$ cat src/pkg/dtm_map.vh
`ifndef DTM_MAP_VH
`define DTM_MAP_VH

// Register byte offsets on the AHB-Lite bus
`define DTM_OFF_MODE        8'h00
`define DTM_OFF_CTRL        8'h04
`define DTM_OFF_EXTCFG      8'h08
`define DTM_OFF_CLKCTL      8'h0c
`define DTM_OFF_CNT0        8'h10
`define DTM_OFF_CNT1        8'h14

// Field positions of timer_mode_config
`define DTM_T0_MODE_LO      0
`define DTM_T0_MODE_HI      1
`define DTM_T0_SRC          2
`define DTM_T0_GATE         3
`define DTM_T1_MODE_LO      4
`define DTM_T1_MODE_HI      5
`define DTM_T1_SRC          6
`define DTM_T1_GATE         7

// Field positions of the run and overflow register
`define DTM_T0_RUN          4
`define DTM_T0_OVF          5
`define DTM_T1_RUN          6
`define DTM_T1_OVF          7

// Field positions of ext_irq_cfg_reg
`define DTM_PIN_A_POL       0
`define DTM_PIN_B_POL       1

// Field positions of clock_ctl_reg
`define DTM_T0_PRESC        3
`define DTM_T1_PRESC        4

// Mode encodings
`define DTM_MODE_13BIT      2'h0
`define DTM_MODE_16BIT      2'h1
`define DTM_MODE_8BIT       2'h2
`define DTM_MODE_3          2'h3

// Reset values
`define DTM_RST_MODE        8'h00
`define DTM_RST_POL         2'h0
`define DTM_RST_PRESC       2'h0
`define DTM_RST_CNT         16'h0000

// Prescaled clock divide ratio in system clocks
`define DTM_PRESCALE_DIV    12

`endif

$ cat src/rtl/dtm_prescaler.v
`timescale 1ns/1ps
`include "dtm_map.vh"
module dtm_prescaler #(
    parameter DIV = `DTM_PRESCALE_DIV,
    parameter W   = 4
) (
    input  wire CLOCK,
    input  wire RST,
    output reg  TICK
);
    reg [W-1:0] cnt_r;

    // One-cycle enable every DIV system clocks
    always @(posedge CLOCK or posedge RST) begin
        if (RST) begin
            cnt_r <= {W{1'b0}};
            TICK  <= 1'b0;
        end else if (cnt_r == DIV[W-1:0] - {{(W-1){1'b0}}, 1'b1}) begin
            cnt_r <= {W{1'b0}};
            TICK  <= 1'b1;
        end else begin
            cnt_r <= cnt_r + {{(W-1){1'b0}}, 1'b1};
            TICK  <= 1'b0;
        end
    end
endmodule

$ cat src/rtl/dtm_fall_detect.v
`timescale 1ns/1ps
module dtm_fall_detect #(
    parameter W = 2
) (
    input  wire         CLOCK,
    input  wire         RST,
    input  wire [W-1:0] SIG,
    output wire [W-1:0] FALL
);
    genvar i;
    generate
        for (i = 0; i < W; i = i + 1) begin : g_bit
            reg prev_r;
            // Reset low so a pin held low at release gives no false edge
            always @(posedge CLOCK or posedge RST) begin
                if (RST) begin
                    prev_r <= 1'b0;
                end else begin
                    prev_r <= SIG[i];
                end
            end
            assign FALL[i] = prev_r & ~SIG[i];
        end
    endgenerate
endmodule

$ cat src/rtl/dtm_top.v
`timescale 1ns/1ps
`include "dtm_map.vh"

// Functional notes
// - Timer 1 ungated: runs whenever its run bit is set, pin ignored.
// - Timer 1 gated: runs only with pin B active and either run bit 1 or timer 0 in mode 3.
// - Pin B active level comes from its polarity bit.
// - Timer 1 internal source: clock picked by its prescaler-select bit.
// - Timer 1 counter source: counts falling edges of its count input while timer 0 is not in mode 3.
// - Mode 00 makes the timer a 13-bit counter/timer.
// - Mode 10 makes the timer an 8-bit counter/timer.
// - Timer 1 in mode 3 is inactive: no counting, no change.
// - Timer 0 ungated: runs whenever its run bit is set, pin ignored.
// - Timer 0 gated: runs only with run bit 1 and pin A active.
// - Pin A active level comes from its polarity bit.
// - Timer 0 internal source: clock picked by its prescaler-select bit.
// - Timer 0 counter source: counts falling edges of its count input.
// - Two lowest mode-register bits select timer 0 mode, same encoding.
// - Timer 0 mode 3 splits it into two independent 8-bit counters.
// - Split high byte runs on timer 1 run bit, sets timer 1 overflow.
module dtm_top (
    input  wire        CLOCK,
    input  wire        RST,
    input  wire        HSEL,
    input  wire [31:0] HADDR,
    input  wire [1:0]  HTRANS,
    input  wire        HWRITE,
    input  wire [2:0]  HSIZE,
    input  wire [31:0] HWDATA,
    input  wire        HREADY,
    output wire        HREADYOUT,
    output wire        HRESP,
    output reg  [31:0] HRDATA,
    input  wire        EXT_IRQ_PIN_A,
    input  wire        EXT_IRQ_PIN_B,
    input  wire        T0_COUNT_INPUT,
    input  wire        T1_COUNT_INPUT,
    output wire        T0_OVERFLOW,
    output wire        T1_OVERFLOW
);
    // Bus state
    reg        wr_pend_r;
    reg  [7:0] addr_r;

    // Registers
    reg  [7:0]  timer_mode_config_r;
    reg         t0_run_r;
    reg         t1_run_r;
    reg         t0_ovf_r;
    reg         t1_ovf_r;
    reg  [1:0]  pol_r;
    reg  [1:0]  presc_r;
    reg  [15:0] t0_cnt_r;
    reg  [15:0] t1_cnt_r;

    // Next values of the counting datapath
    reg  [15:0] t0_cnt_nxt;
    reg  [15:0] t1_cnt_nxt;
    reg         t0_ovf_set;
    reg         t1_ovf_set;
    reg  [16:0] t0_step;
    reg  [16:0] t1_step;

    wire        presc_tick;
    wire [1:0]  count_fall;

    // Address match, used by both the write and the read decode
    function addr_is;
        input [7:0] a;
        input [7:0] off;
        begin
            addr_is = (a[7:2] == off[7:2]);
        end
    endfunction

    // Run qualification from run bit, gating bit and pin state
    function run_gate;
        input tr;
        input gate;
        input pin_act;
        begin
            run_gate = tr & (~gate | pin_act);
        end
    endfunction

    // One count step of a 16-bit timer; bit 16 flags overflow
    function [16:0] cnt_step;
        input [1:0]  mode;
        input [15:0] v;
        begin
            case (mode)
                `DTM_MODE_13BIT: begin
                    // Low five bits prescale the high byte
                    if (v[4:0] == 5'h1f) begin
                        cnt_step = {(v[15:8] == 8'hff), v[15:8] + 8'h01, v[7:5], 5'h00};
                    end else begin
                        cnt_step = {1'b0, v[15:5], v[4:0] + 5'h01};
                    end
                end
                `DTM_MODE_16BIT: begin
                    cnt_step = {(v == 16'hffff), v + 16'h0001};
                end
                `DTM_MODE_8BIT: begin
                    // Low byte reloads from the high byte on overflow
                    if (v[7:0] == 8'hff) begin
                        cnt_step = {1'b1, v[15:8], v[15:8]};
                    end else begin
                        cnt_step = {1'b0, v[15:8], v[7:0] + 8'h01};
                    end
                end
                default: begin
                    cnt_step = {1'b0, v};
                end
            endcase
        end
    endfunction

    dtm_prescaler #(
        .DIV (`DTM_PRESCALE_DIV),
        .W   (4)
    ) u_presc (
        .CLOCK (CLOCK),
        .RST   (RST),
        .TICK  (presc_tick)
    );

    dtm_fall_detect #(
        .W (2)
    ) u_fall (
        .CLOCK (CLOCK),
        .RST   (RST),
        .SIG   ({T1_COUNT_INPUT, T0_COUNT_INPUT}),
        .FALL  (count_fall)
    );

    // Decoded configuration fields
    wire [1:0] t0_mode   = timer_mode_config_r[`DTM_T0_MODE_HI:`DTM_T0_MODE_LO];
    wire [1:0] t1_mode   = timer_mode_config_r[`DTM_T1_MODE_HI:`DTM_T1_MODE_LO];
    wire       t0_gate   = timer_mode_config_r[`DTM_T0_GATE];
    wire       t1_gate   = timer_mode_config_r[`DTM_T1_GATE];
    wire       t0_src    = timer_mode_config_r[`DTM_T0_SRC];
    wire       t1_src    = timer_mode_config_r[`DTM_T1_SRC];
    wire       t0_split  = (t0_mode == `DTM_MODE_3);

    // Pin is active when its level equals the polarity bit
    wire       pin_a_act = (EXT_IRQ_PIN_A == pol_r[`DTM_PIN_A_POL]);
    wire       pin_b_act = (EXT_IRQ_PIN_B == pol_r[`DTM_PIN_B_POL]);

    // Internal clock: prescaler-select 1 is the system clock, 0 the divided one
    wire       t0_int_tick = presc_r[0] | presc_tick;
    wire       t1_int_tick = presc_r[1] | presc_tick;

    // Timer 0 run and count source
    wire       t0_go   = run_gate(t0_run_r, t0_gate, pin_a_act);
    wire       t0_tick = t0_src ? count_fall[0] : t0_int_tick;

    // While timer 0 is split, timer 1 loses its run bit and external source
    wire       t1_go   = run_gate(t0_split | t1_run_r, t1_gate, pin_b_act);
    wire       t1_tick = (t1_src & ~t0_split) ? count_fall[1] : t1_int_tick;

    // Split high byte: timer only, enabled by the timer 1 run bit
    wire       th0_tick = t0_split & t1_run_r & t0_int_tick;

    // Bus transfer take and register write strobes
    wire       take       = HSEL & HTRANS[1] & HREADY;
    wire       wr_mode    = wr_pend_r & addr_is(addr_r, `DTM_OFF_MODE);
    wire       wr_ctrl    = wr_pend_r & addr_is(addr_r, `DTM_OFF_CTRL);
    wire       wr_extcfg  = wr_pend_r & addr_is(addr_r, `DTM_OFF_EXTCFG);
    wire       wr_clkctl  = wr_pend_r & addr_is(addr_r, `DTM_OFF_CLKCTL);
    wire       wr_cnt0    = wr_pend_r & addr_is(addr_r, `DTM_OFF_CNT0);
    wire       wr_cnt1    = wr_pend_r & addr_is(addr_r, `DTM_OFF_CNT1);

    // Zero wait states, never an error
    assign HREADYOUT   = 1'b1;
    assign HRESP       = 1'b0;
    assign T0_OVERFLOW = t0_ovf_r;
    assign T1_OVERFLOW = t1_ovf_r;

    // Counting datapath; a software load of a counter wins over a count step
    always @* begin
        t0_step    = cnt_step(t0_mode, t0_cnt_r);
        t1_step    = cnt_step(t1_mode, t1_cnt_r);
        t0_cnt_nxt = t0_cnt_r;
        t1_cnt_nxt = t1_cnt_r;
        t0_ovf_set = 1'b0;
        t1_ovf_set = 1'b0;
        if (t0_split) begin
            // Two independent bytes
            if (t0_go & t0_tick) begin
                t0_cnt_nxt[7:0] = t0_cnt_r[7:0] + 8'h01;
                t0_ovf_set      = (t0_cnt_r[7:0] == 8'hff);
            end
            if (th0_tick) begin
                t0_cnt_nxt[15:8] = t0_cnt_r[15:8] + 8'h01;
                t1_ovf_set       = (t0_cnt_r[15:8] == 8'hff);
            end
        end else if (t0_go & t0_tick) begin
            t0_cnt_nxt = t0_step[15:0];
            t0_ovf_set = t0_step[16];
        end
        // Timer 1 in mode 3 holds its count
        if ((t1_mode != `DTM_MODE_3) & t1_go & t1_tick) begin
            t1_cnt_nxt = t1_step[15:0];
            // Split timer 0 owns the timer 1 overflow flag
            if (!t0_split) begin
                t1_ovf_set = t1_step[16];
            end
        end
        if (wr_cnt0) begin
            t0_cnt_nxt = HWDATA[15:0];
        end
        if (wr_cnt1) begin
            t1_cnt_nxt = HWDATA[15:0];
        end
    end

    // Address phase capture
    always @(posedge CLOCK or posedge RST) begin
        if (RST) begin
            wr_pend_r <= 1'b0;
            addr_r    <= 8'h00;
        end else begin
            wr_pend_r <= take & HWRITE;
            if (take) begin
                addr_r <= HADDR[7:0];
            end
        end
    end

    // Read data registered at the address phase; unmapped reads give zero
    always @(posedge CLOCK or posedge RST) begin
        if (RST) begin
            HRDATA <= 32'h00000000;
        end else if (take & ~HWRITE) begin
            if (addr_is(HADDR[7:0], `DTM_OFF_MODE)) begin
                HRDATA <= {24'h000000, timer_mode_config_r};
            end else if (addr_is(HADDR[7:0], `DTM_OFF_CTRL)) begin
                HRDATA <= {24'h000000, t1_ovf_r, t1_run_r, t0_ovf_r, t0_run_r, 4'h0};
            end else if (addr_is(HADDR[7:0], `DTM_OFF_EXTCFG)) begin
                HRDATA <= {30'h00000000, pol_r};
            end else if (addr_is(HADDR[7:0], `DTM_OFF_CLKCTL)) begin
                HRDATA <= {27'h0000000, presc_r, 3'h0};
            end else if (addr_is(HADDR[7:0], `DTM_OFF_CNT0)) begin
                HRDATA <= {16'h0000, t0_cnt_r};
            end else if (addr_is(HADDR[7:0], `DTM_OFF_CNT1)) begin
                HRDATA <= {16'h0000, t1_cnt_r};
            end else begin
                HRDATA <= 32'h00000000;
            end
        end
    end

    // Configuration registers
    always @(posedge CLOCK or posedge RST) begin
        if (RST) begin
            timer_mode_config_r <= `DTM_RST_MODE;
            pol_r               <= `DTM_RST_POL;
            presc_r             <= `DTM_RST_PRESC;
            t0_run_r            <= 1'b0;
            t1_run_r            <= 1'b0;
        end else begin
            if (wr_mode) begin
                timer_mode_config_r <= HWDATA[7:0];
            end
            if (wr_extcfg) begin
                pol_r <= {HWDATA[`DTM_PIN_B_POL], HWDATA[`DTM_PIN_A_POL]};
            end
            if (wr_clkctl) begin
                presc_r <= {HWDATA[`DTM_T1_PRESC], HWDATA[`DTM_T0_PRESC]};
            end
            if (wr_ctrl) begin
                t0_run_r <= HWDATA[`DTM_T0_RUN];
                t1_run_r <= HWDATA[`DTM_T1_RUN];
            end
        end
    end

    // Overflow flags: a hardware set in the clearing cycle is kept
    always @(posedge CLOCK or posedge RST) begin
        if (RST) begin
            t0_ovf_r <= 1'b0;
            t1_ovf_r <= 1'b0;
        end else begin
            t0_ovf_r <= t0_ovf_set | (wr_ctrl ? HWDATA[`DTM_T0_OVF] : t0_ovf_r);
            t1_ovf_r <= t1_ovf_set | (wr_ctrl ? HWDATA[`DTM_T1_OVF] : t1_ovf_r);
        end
    end

    // Counters
    always @(posedge CLOCK or posedge RST) begin
        if (RST) begin
            t0_cnt_r <= `DTM_RST_CNT;
            t1_cnt_r <= `DTM_RST_CNT;
        end else begin
            t0_cnt_r <= t0_cnt_nxt;
            t1_cnt_r <= t1_cnt_nxt;
        end
    end
endmodule

$ cat config.mk
export PLATFORM = sky130hd
export DESIGN_NAME = dtm_top
export DESIGN_NICKNAME = d
export VERILOG_FILES = /design/src/rtl/dtm_prescaler.v /design/src/rtl/dtm_fall_detect.v /design/src/rtl/dtm_top.v
export VERILOG_INCLUDE_DIRS = /design/src /design/src/pkg
export SDC_FILE = /design/constraint.sdc
export NUM_CORES = 1
export LEC_CHECK = 0
export ABC_AREA = 1
export BUFFER_PORTS_ARGS = -buffer_cell sky130_fd_sc_hd__buf_2
export CAP_MARGIN = 20
export CORE_MARGIN = 3
export CORE_UTILIZATION = 51
export CTS_CLUSTER_SIZE = 25
export DETAILED_ROUTE_END_ITERATION = 12
export PLACE_DENSITY = 0.86
export SETUP_SLACK_MARGIN = 0.4
export SLEW_MARGIN = 20
export SYNTH_ARGS = -nofsm -noshare
export SYNTH_HDL_FRONTEND = slang
export SYNTH_SLANG_ARGS = --single-unit
$ cat constraint.sdc
create_clock -name CLOCK -period 2.1 [get_ports CLOCK]
set_input_delay 0.105 -clock CLOCK [delete_from_list [all_inputs] [get_ports CLOCK]]
set_output_delay 0.105 -clock CLOCK [all_outputs]
set_load 0.01 [all_outputs]
# Yosys cells after proc, flatten, opt, wreduce, memory -nomap -nowiden
# Index checks and enable logic that the tools add are counted.
[word_totals] reg_bits=96 input_bits=78 out_inout_bits=36 wordCells=147
[op_classes] n_addsub=9 n_eq_ne=34 mux=32 bitwise=33 reduce_logical=19
[op_table] cell="16-bit two-way mux" count=11
[op_table] cell="17-bit one-hot mux with 3 select lines" count=2
[op_table] cell="17-bit two-way mux" count=4
[op_table] cell="16-bit by 1-bit adder with 16-bit output, second input constant" count=2
[op_table] cell="8-bit by 1-bit adder with 8-bit output, second input constant" count=4
[op_table] cell="16-bit equality test, second input constant" count=2
[op_table] cell="8-bit equality test, second input constant" count=4
[op_table] cell="6-bit by 2-bit equality test with 1-bit output, second input constant" count=4
[op_table] cell="6-bit by 3-bit equality test with 1-bit output, second input constant" count=4
[op_table] cell="1-bit bitwise AND" count=20
[op_table] cell="8-bit two-way mux" count=2
[op_table] cell="6-bit by 1-bit equality test with 1-bit output, second input constant" count=2
[op_table] cell="6-bit zero test" count=2
[op_table] cell="1-bit two-way mux" count=12
[op_table] cell="4-bit nonzero test" count=3
[op_table] cell="5-bit by 1-bit adder with 5-bit output, second input constant" count=2
[op_table] cell="5-bit equality test, second input constant" count=2
[op_table] cell="3-bit inequality test, second input constant" count=3
[op_table] cell="3-bit nonzero test" count=3
[op_table] cell="1-bit OR" count=7
[op_table] cell="2-bit equality test, second input constant" count=3
[op_table] cell="2-bit inequality test, second input constant" count=3
[op_table] cell="1-bit inverter" count=6
[op_table] cell="3-bit AND reduction" count=2
[op_table] cell="13 further kinds" count=18

# Depth between registers and ports, before layout
# Gate-level depths: netlist (run 1).
[logic_depth] ltp_word=8 mapped_depth=13

# By module
# From an unflattened synthesis (run 1), not the netlist that was laid out.
[hier_totals] cells_unflattened=881 hier_area_um2=5781.8
[by_module_without_submodules] module="dtm_top" n_inst=1 cells_each=856 area_per_inst_um2=5510.3
[by_module_without_submodules] module="dtm_prescaler" n_inst=1 cells_each=18 area_per_inst_um2=197.7
[by_module_without_submodules] module="dtm_fall_detect" n_inst=1 cells_each=7 area_per_inst_um2=73.8

# Worst setup path after synthesis (run 1)
# No wires, ideal clock.
[synth_path] path_type="reg-to-reg" from="reg t0_cnt_r[0]" to="reg t0_cnt_r[10]" t_arrival_ns=1.614 path_slack_ns=0.370 stages_incl_launch_ff=14 n_path_buf=1 path_cell_list="dfrtp_1 -> ha_1 -> nand2_1 -> nor2_4 -> ha_1 -> nor2_1 -> nor2_1 -> nand2_1 -> nand2_1 -> nand2_2 -> buf_6 -> nor2_1 -> nand2_1 -> nand2_1"
[synth_between] elab_chain_len=5 elab_cells_between_ends=8
[synth_rtl] item="from (decl)" line_no="dtm_top.v:53" text="reg [15:0] t0_cnt_r;"
[synth_rtl] item="from (signal assigned)" line_no="dtm_top.v:292" text="t0_cnt_r <= `DTM_RST_CNT;"
[synth_rtl] item="from (signal assigned)" line_no="dtm_top.v:295" text="t0_cnt_r <= t0_cnt_nxt;"
[synth_rtl] item="16-bit by 1-bit adder with 16-bit output" line_no="dtm_top.v:101" text="cnt_step = {(v == 16'hffff), v + 16'h0001};"
[synth_rtl] item="17-bit one-hot mux with 3 select lines" line_no="dtm_top.v:91" text="case (mode)"
[synth_rtl] item="16-bit two-way mux" line_no="dtm_top.v:197" text="end else if (t0_go & t0_tick) begin"
[synth_rtl] item="16-bit two-way mux" line_no="dtm_top.v:187" text="if (t0_split) begin"
[synth_rtl] item="16-bit two-way mux" line_no="dtm_top.v:209" text="if (wr_cnt0) begin"
# Parallel ways exist; a longest one is shown, timed or not. The select of a mux whose other input is x is not followed.
# A chain may end at the register's enable or synchronous reset.

# Final worst setup path (run 1)
[layout_path] from="reg t0_cnt_r[2]" to="reg t0_cnt_r[1]"
[layout_between] elab_chain_len=6 elab_cells_between_ends=8
[layout_rtl] item="8-bit equality test / 5-bit equality test (equally long branches)" line_no="dtm_top.v:105, dtm_top.v:94"
[layout_rtl] item="17-bit two-way mux, on equally long branches" line_no="dtm_top.v:105, dtm_top.v:94"
[layout_rtl] item="17-bit one-hot mux with 3 select lines *" line_no="dtm_top.v:91"
[layout_rtl] item="16-bit two-way mux *" line_no="dtm_top.v:197"
[layout_rtl] item="16-bit two-way mux *" line_no="dtm_top.v:187"
[layout_rtl] item="16-bit two-way mux *" line_no="dtm_top.v:209"
# Every way passes the cells marked *; elsewhere a longest branch is shown, timed or not. The select of a mux whose other input is x is not followed.

==> metrics.md, run 1 <==
| Metric | Value |
|---|---|
| Worst-margin pin slew | `0.600 ns` |
| Layout Cells excl Fill | `1,125` |
| DP HPWL | `12,100 µm` |
| VDD IR-drop max | `0.657 mV` |
| CP max FO | `7` |
| Placed cell count | `1,075` |
| Register bit total from synthesis | `78` |
| First-pass GRT wire length | `27,600 µm` |
| Post-synth EDFFs | `0` |
| Worst EP arrival | `2.14 ns` |
| RSZ-0062 raised after global routing | `true` |
| CP Class | `reg -> reg` |
| Final Setup Violations | `0` |
| Drt wl/cell | `15.9 µm` |
| Max Clock Skew | `~0.009 ns` |
| Fillers | `905` |
| Detailed Route WL | `~18,000 µm` |
| DRC | `0` |
| Vias in the first global route | `approximately 5,700` |
| Slew Limit Fails | `0` |
| Clk sink count | `78` |
| Syn Inst Count | `893` |
| Sequential area share after synthesis | `33.7%` |
| Antenna Cells | `0` |
| Area Overhead vs Synth | `21.9%` |
| Pin count of the biggest net entering global routing | `44` |
| Chip width | `about 110 µm` |
| Via count | `6,375` |
| Initial Util | `52.7%` |
| Endpoints failing hold | `0` |
| IO Port Bufs | `49` |
| Mean Syn Cell Area | `6.49 µm²` |
| Min cycle time layout | `1.86 ns` |
| Synth Warn # | `0` |
| Flop2flop setup slack | `0.24 ns` |
| RD Place Congestion | `0.937` |
| CP endpoint kind | `register` |
| Critical Path Start | `t0_cnt_r[2]` |
| Worst reg2reg endpoint | `t0_cnt_r[1]` |
| DRT antenna net count | `0` |
| Die Ht | `113 µm` |
| DRT Pass-1 Iters | `6` |
| Hold wc startpoint | `HWRITE` |
| Initial DRC count | `678` |
| GRT Overall Usage | `26.7%` |
| Worst hold-check path type | `in -> reg` |
| TritonCTS Buffers | `9` |
| Fin crit share | `a little under 90%` |
| Leak | `0.00370 µW` |
| Ratio of cells with drive above 1 in the final layout | `21.9%` |
| Worst Hold End | `wr_pend_r` |
| Worst setup SP type | `register` |
| Max cap viols | `0` |
| Worst r2r src | `t0_cnt_r[2]` |
| Cells on worst reg2reg path | `9` |
| Post-synth cell types | `~40` |
| Clk_lat worst skew | `0.34 ns` |
| Status | `finished clean` |
| CTS root buffer | `clkbuf_16` |
| # nets final | `roughly 1,100` |
| Initial antenna violation count | `0` |
| Post-synthesis cell area | `5790 µm²` |
| Num ports | `114` |
| Worst-path clk slew | `0.07 ns` |
| Hold depth | `3` |
| Maximum level of the CTS H-tree | `3` |
| Max frequency | `roughly 540 MHz` |
| Vias/cell | `5.67` |
| GRT Residual Overflow | `0` |
| Core Footprint | `11,000 µm²` |
| Slew HR | `around 60%` |
| Longest Clk Path Bufs | `2` |
| Setup TNS Final | `0 ns` |
| FP Rows | `38` |
| Die area | `between 10,000 and 15,000 µm²` |
| PwrDens | `about 1000 nW/µm²` |
| Ys flop type | `dfrtp_1` |
| Async S/R FF share, synth | `100%` |
| CTS tree | `done` |
| Required time worst endpoint | `~2.4 ns` |
## cells by family after synthesis
group | share of synthesized area (%)
other | 0.130
and+or+nand+nor | 40.1
AOI/OAI and AO/OA | 9.61
muxes | 0.346
xor gates and xnor gates | 1.51
buffers and inverters | 11.4
DFF | 33.7
adders and majority gates | 3.24
## cell usage in the layout (no fill, tap or decap), types with 3 or more instances in the layout
| master | count |
|---|---|
| inv_2 | 8 |
| nand2_4 | 6 |
| conb_1 | 18 |
| a21oi_1 | 20 |
| nor2_1 | 82 |
| a22oi_1 | 3 |
| dfrtp_1 | 72 |
| nand2_2 | 24 |
| buf_6 | 8 |
| o21ai_0 | 62 |
| nand3_1 | 92 |
| or2_2 | 7 |
| nor2_4 | 13 |
| ha_2 | 3 |
| inv_4 | 5 |
| buf_2 | 49 |
| inv_6 | 4 |
| o21ai_1 | 7 |
| dlygate4sd3_1 | 3 |
| ha_1 | 6 |
| clkbuf_16 | 9 |
| nand3_2 | 7 |
| buf_4 | 36 |
| xor2_1 | 8 |
| dfrtp_2 | 6 |
| ha_4 | 6 |
| nor2_2 | 8 |
| nand2_1 | 277 |
| nand4_1 | 10 |
| inv_1 | 94 |
| o21ai_2 | 3 |
## power breakdown
group / leakage, µW / switching [µW] / internal, µW
registers: 0.000967 / 448 / 1790
clock network: 0.000149 / 704 / 941
logic: 0.00258 / 1900 / 1270
total: 0.00370 / 3050 / 4000
## synth_stat cells, drive strengths merged (3+ instances only)
| library cell | number | area share [%] |
|---|---|---|
| a21oi | 22 | 2.1 |
| a22oi | 3 | 0.39 |
| buf | 31 | 3.8 |
| clkbuf | 7 | 0.48 |
| dfrtp | 78 | 34 |
| ha | 15 | 3.2 |
| inv | 109 | 7.1 |
| nand2 | 308 | 20 |
| nand3 | 99 | 8.6 |
| nand4 | 10 | 1.1 |
| nor2 | 104 | 8.3 |
| nor3 | 5 | 0.71 |
| o21ai | 72 | 6.2 |
| or2 | 8 | 0.86 |
| xor2 | 8 | 1.2 |
## state kept, by name, indices dropped and copies added, names as in the netlist
| signal | cells |
|---|---|
| u_fall.g_bit.prev_r | 2 |
| pol_r | 2 |
| t0_run_r | 1 |
| T0_OVERFLOW | 1 |
| presc_r | 2 |
| cnt_step.v | 16 |
| u_presc.TICK | 1 |
| T1_OVERFLOW | 1 |
| t0_cnt_r | 16 |
| t1_run_r | 1 |
| timer_mode_config_r | 8 |
| HRDATA | 16 |
| u_presc.cnt_r | 4 |
| addr_r | 6 |
| wr_pend_r | 1 |
## through the flow
step	setup WS (ns)	hold slack [ns]	instance area (µm²)	util [%]	total power, µW
3_3_place_gp	0.227	0.194	6150	56.0	4390
3_5_place_dp	0.191	0.198	6150	56.0	4460
6_report	0.240	0.0181	7060	64.3	7060
5_1_grt	0.162	0.0296	7060	64.3	7470
2_1_floorplan	0.407	0.136	5860	-	3840
4_1_cts	0.402	0.0159	6710	61.1	6500
## worst max path at each step
stage                        end  slack, ns  depth (start not counted)
finish               t0_cnt_r[1]       0.24                          9
global route         t0_cnt_r[2]       0.16                         11
CTS                 t0_cnt_r[14]       0.40                         11
detailed placement   t0_cnt_r[8]       0.19                         11
global placement     t0_cnt_r[8]       0.23                         11
floorplan           t0_cnt_r[10]       0.41                         13
## metal layers
| metal | up-vias | share of wire [%] | GRT usage (%) | wire length, µm |
|---|---|---|---|---|
| met5 | - | 0 | 0 | 0 |
| met4 | 0 | 4.2 | 9.38 | 752 |
| met3 | 95 | 9.5 | 4.58 | 1700 |
| met2 | 402 | 48 | 44.6 | 8680 |
| met1 | 2917 | 38 | 34.9 | 6770 |
| li1 | 2961 | - | - | - |
## final cells by class
class / instances / area [µm²] / area share [%]
repair buffers: 98 / 676 / 9.57
flip-flops and latches: 78 / 1960 / 27.8
well taps: 140 / 175 / 2.48
clock buffers: 9 / 225 / 3.19
clock inverters: 7 / 80.1 / 1.13
multi-input cells: 684 / 3510 / 49.8
inverters: 109 / 430 / 6.10
## what timing repair did
action	4_1_cts	5_1_grt
endpoints found under the hold margin	25	0
pin swaps	4	32
gates resized for setup	39	67
setup buffers	13	18
hold buffers	3	0
endpoints found under the setup margin	31	36
## worst max-delay path, stage by stage (launching register included)
cell,delay (ns)
dfrtp_1,0.55
nand2_2,0.12
nor2_4,0.16
buf_6,0.14
nand2_8,0.07
nor3_4,0.32
nand2_1,0.15
nand3_1,0.12
nand3_1,0.09
nand2_1,0.07
(Power assumes the default switching activity.)
==> run 2, diff against run 1 <==
--- a/config.mk
+++ b/config.mk
@@ -10,10 +10,10 @@
 export BUFFER_PORTS_ARGS = -buffer_cell sky130_fd_sc_hd__buf_2
 export CAP_MARGIN = 20
 export CORE_MARGIN = 3
-export CORE_UTILIZATION = 51
+export CORE_UTILIZATION = 56
 export CTS_CLUSTER_SIZE = 25
 export DETAILED_ROUTE_END_ITERATION = 12
-export PLACE_DENSITY = 0.86
+export PLACE_DENSITY = 0.89
 export SETUP_SLACK_MARGIN = 0.4
 export SLEW_MARGIN = 20
 export SYNTH_ARGS = -nofsm -noshare
==> constraint.sdc (replaced) <==
create_clock -name CLOCK -period 1.8 [get_ports CLOCK]
set_input_delay 0.09 -clock CLOCK [delete_from_list [all_inputs] [get_ports CLOCK]]
set_output_delay 0.09 -clock CLOCK [all_outputs]
set_load 0.01 [all_outputs]
==> run 2 against run 1 <==
Net effect: via count decreased by 0.75%; sequential share of layout area decreased by 0.30 points; cell area increased by 0.97%; final cell count increased by 1.5%; maximum frequency increased by 11%; power increased by 8.3%; worst hold slack got worse by 0.0057 ns; worst setup slack got worse by 0.12 ns; critical path depth increased by 1; non-clock buffer count increased by 23; clock-buffer cell count unchanged; largest cell class unchanged; combinational power increased by 10%.
==> metrics.md, run 2 (synthesis results as in run 1) <==
| Metric | Value |
|---|---|
| Status | `finished clean (unchanged)` |
| CP max FO | `8 (was 7)` |
| Num ports | `114 (unchanged)` |
| Worst setup SP type | `register (unchanged)` |
| Cell family with most CP delay | `simple AND/OR/NAND/NOR gates (unchanged)` |
| Worst reg2reg endpoint | `cnt_step.v[14] (was t0_cnt_r[1])` |
| Via count | `6,327 (was 6,375)` |
| GRT Overall Usage | `30.1% (was 26.7%)` |
| Area Overhead vs Synth | `23.1% (was 21.9%)` |
| Die area | `11,600 µm² (was 12,700 µm²)` |
| Switch Pwr | `3380 µW (was 3050 µW)` |
| Combinational Power Share | `45.7% (was 44.9%)` |
| WP depth | `10 (was 9)` |
| First-pass GRT wire length | `27,800 µm (was 27,600 µm)` |
| IO Port Bufs | `49 (unchanged)` |
| Multi-input logic area | `3520 µm² (was 3510 µm²)` |
| Clock power share | `20.7% (was 23.3%)` |
| Chip width | `108 µm (was 113 µm)` |
| Slew Limit Fails | `0 (unchanged)` |
| Placed cell count | `1,087 (was 1,075)` |
| CP Class | `reg -> reg (unchanged)` |
| Initial Util | `58.4% (was 52.7%)` |
| Worst hold-check path type | `in -> reg (unchanged)` |
| Clk_lat worst skew | `0.38 ns (was 0.34 ns)` |
| PwrDens | `1070 nW/µm² (was 999 nW/µm²)` |
| DRC | `0 (unchanged)` |
| Pin count of the biggest net entering global routing | `79 (was 44)` |
| FP Rows | `36 (was 38)` |
| # nets final | `1,097 (was 1,073)` |
| Critical-path top delay cell | `dfrtp_2 (was dfrtp_1)` |
| Worst-path clk slew | `0.10 ns (was 0.07 ns)` |
| Required time worst endpoint | `2.11 ns (was 2.38 ns)` |
| Core Footprint | `9910 µm² (was 11,000 µm²)` |
| Min cycle time layout | `1.68 ns (was 1.86 ns)` |
| Flop2flop setup slack | `0.12 ns (was 0.24 ns)` |
| Sequential Power Share | `33.6% (was 31.8%)` |
| RSZ-0062 raised after global routing | `true (unchanged)` |
| Antenna Cells | `0 (unchanged)` |
| DRT antenna net count | `0 (unchanged)` |
| Hold wc startpoint | `HADDR[3] (was HWRITE)` |
| Cells on worst reg2reg path | `10 (was 9)` |
| Initial DRC count | `616 (was 678)` |
| Layout Cells excl Fill | `1,142 (was 1,125)` |
| GRT Residual Overflow | `0 (unchanged)` |
| Worst EP arrival | `1.99 ns (was 2.14 ns)` |
| CP peak stage delay | `0.47 ns (was 0.55 ns)` |
| Total power | `7640 µW (was 7060 µW)` |
| Maximum level of the CTS H-tree | `3 (unchanged)` |
| Detailed Route WL | `17,400 µm (was 17,900 µm)` |
| Worst r2r src | `timer_mode_config_r[0] (was t0_cnt_r[2])` |
| Cells along the critical path | `ha_4 > inv_4 > nand2_2 > nand2_2 > nand3_2 > nor2_4 > nand2_4 > nor2_8 > nand3_2 > nand2_1 (was nand2_2 > nor2_4 > buf_6 > nand2_8 > nor3_4 > nand2_1 > nand3_1 > nand3_1 > nand2_1)` |
| Initial antenna violation count | `0 (unchanged)` |
| CP bufs+invs | `1 (unchanged)` |
| Sw Share | `44.3% (was 43.3%)` |
| Commonest non-fill, non-tap cell in the layout | `nand2_1 (unchanged)` |
| Drt wl/cell | `15.2 µm (was 15.9 µm)` |
| Minimum hold slack | `0.0124 ns (was 0.0181 ns)` |
| Commonest non-fill, non-tap cells in the layout | `nand2_1, inv_1, nand3_1, nor2_1, dfrtp_1 (unchanged)` |
| Fillers | `733 (was 905)` |
| CTS root buffer | `clkbuf_8 (was clkbuf_16)` |
| Max frequency | `595 MHz (was 538 MHz)` |
| Vias/cell | `5.54 (was 5.67)` |
| CTS tree | `done (unchanged)` |
| CP endpoint kind | `register (unchanged)` |
| Final Setup Violations | `0 (unchanged)` |
| Setup TNS Final | `0 ns (unchanged)` |
| Ratio of cells with drive above 1 in the final layout | `22.5% (was 21.9%)` |
| Leak | `0.00379 µW (was 0.00370 µW)` |
| TritonCTS Buffers | `9 (unchanged)` |
| RD Place Congestion | `1.00 (was 0.937)` |
| Fin crit share | `93.4% (was 88.6%)` |
| Max cap viols | `0 (unchanged)` |
| Max Clock Skew | `0.0144 ns (was 0.00875 ns)` |
| Endpoints failing hold | `0 (unchanged)` |
| Final core occ | `71.9% (was 64.3%)` |
| VDD IR-drop max | `0.700 mV (was 0.657 mV)` |
| Worst Hold End | `addr_r[3] (was wr_pend_r)` |
| Longest Clk Path Bufs | `2 (unchanged)` |
| Clk sink count | `78 (unchanged)` |
| DRT Pass-1 Iters | `6 (unchanged)` |
| DP HPWL | `12,200 µm (was 12,100 µm)` |
| Vias in the first global route | `5,779 (was 5,699)` |
| Sequential Area | `1960 µm² (about the same)` |
| Hold depth | `3 (unchanged)` |
| Die Ht | `108 µm (was 113 µm)` |
| Int Pwr | `4260 µW (was 4000 µW)` |
==> run 2: cell types whose count changed in the layout (fill, tap and decap cells not counted), sizes merged <==
cell	previous run	this run
clkinvlp	2	1
dlygate4sd3	3	12
buf	95	109
bufinv	1	2
nand2	308	309
==> run 2: power by group through the flow <==
stage | Sequential, µW | Combinational, µW | Clock (µW)
floorplan | 2430 | 2180 | 0
global placement | 2530 | 2850 | 0
detailed placement | 2550 | 2920 | 0
CTS | 2520 | 3310 | 1560
global route | 2590 | 3850 | 1650
finish | 2560 | 3500 | 1580
==> run 2: routing by layer <==
layer	global-route usage, %	up-vias	part of all wire, %
li1	-	3012	-
met1	39.9	2910	39
met2	49.6	342	48
met3	5.10	63	10
met4	10.7	0	3.2
met5	0	-	0
==> run 2: cell type report <==
type | instances | share of cell area [%]
Multi-Input combinational cell | 685 | 49.4
Clock buffer | 9 | 1.74
Sequential cell | 78 | 27.4
Inverter | 109 | 5.97
Clock inverter | 7 | 1.44
Timing Repair Buffer | 121 | 11.7
Tap cell | 133 | 2.33
==> run 2: how the worst max path moves through the flow <==
stage	from	end	slack, ns
floorplan	t0_cnt_r[0]	t0_cnt_r[10]	0.12
global placement	timer_mode_config_r[0]	t0_cnt_r[9]	0.06
detailed placement	timer_mode_config_r[0]	cnt_step.v[11]	0.008
CTS	timer_mode_config_r[1]	t0_cnt_r[13]	0.16
global route	timer_mode_config_r[1]	cnt_step.v[9]	0.02
finish	timer_mode_config_r[0]	cnt_step.v[14]	0.12
==> run 2: repair_timing <==
| action | CTS | global route |
|---|---|---|
| cloned | 1 | 0 |
| hold buffers | 12 | 0 |
| endpoints found under the hold margin | 89 | 0 |
| pin swaps | 21 | 14 |
| setup buffers | 19 | 7 |
| gates resized for setup | 40 | 23 |
| endpoints found under the setup margin | 42 | 45 |
==> run 2: stage by stage <==
stage          worst slack [ns]  cell area [µm²]
6_report                  0.119             7130
5_1_grt                  0.0202             7130
4_1_cts                   0.159             7000
3_5_place_dp            0.00796             6380
3_3_place_gp             0.0627             6380
2_1_floorplan             0.121             5960
==> run 2: worst reg2reg max path: stages, from the launching register on <==
cell and delay [ns]:
dfrtp_2 0.47, ha_4 0.21, inv_4 0.07, nand2_2 0.05, nand2_2 0.08, nand3_2 0.08, nor2_4 0.21, nand2_4 0.12
nor2_8 0.18, nand3_2 0.09, nand2_1 0.07
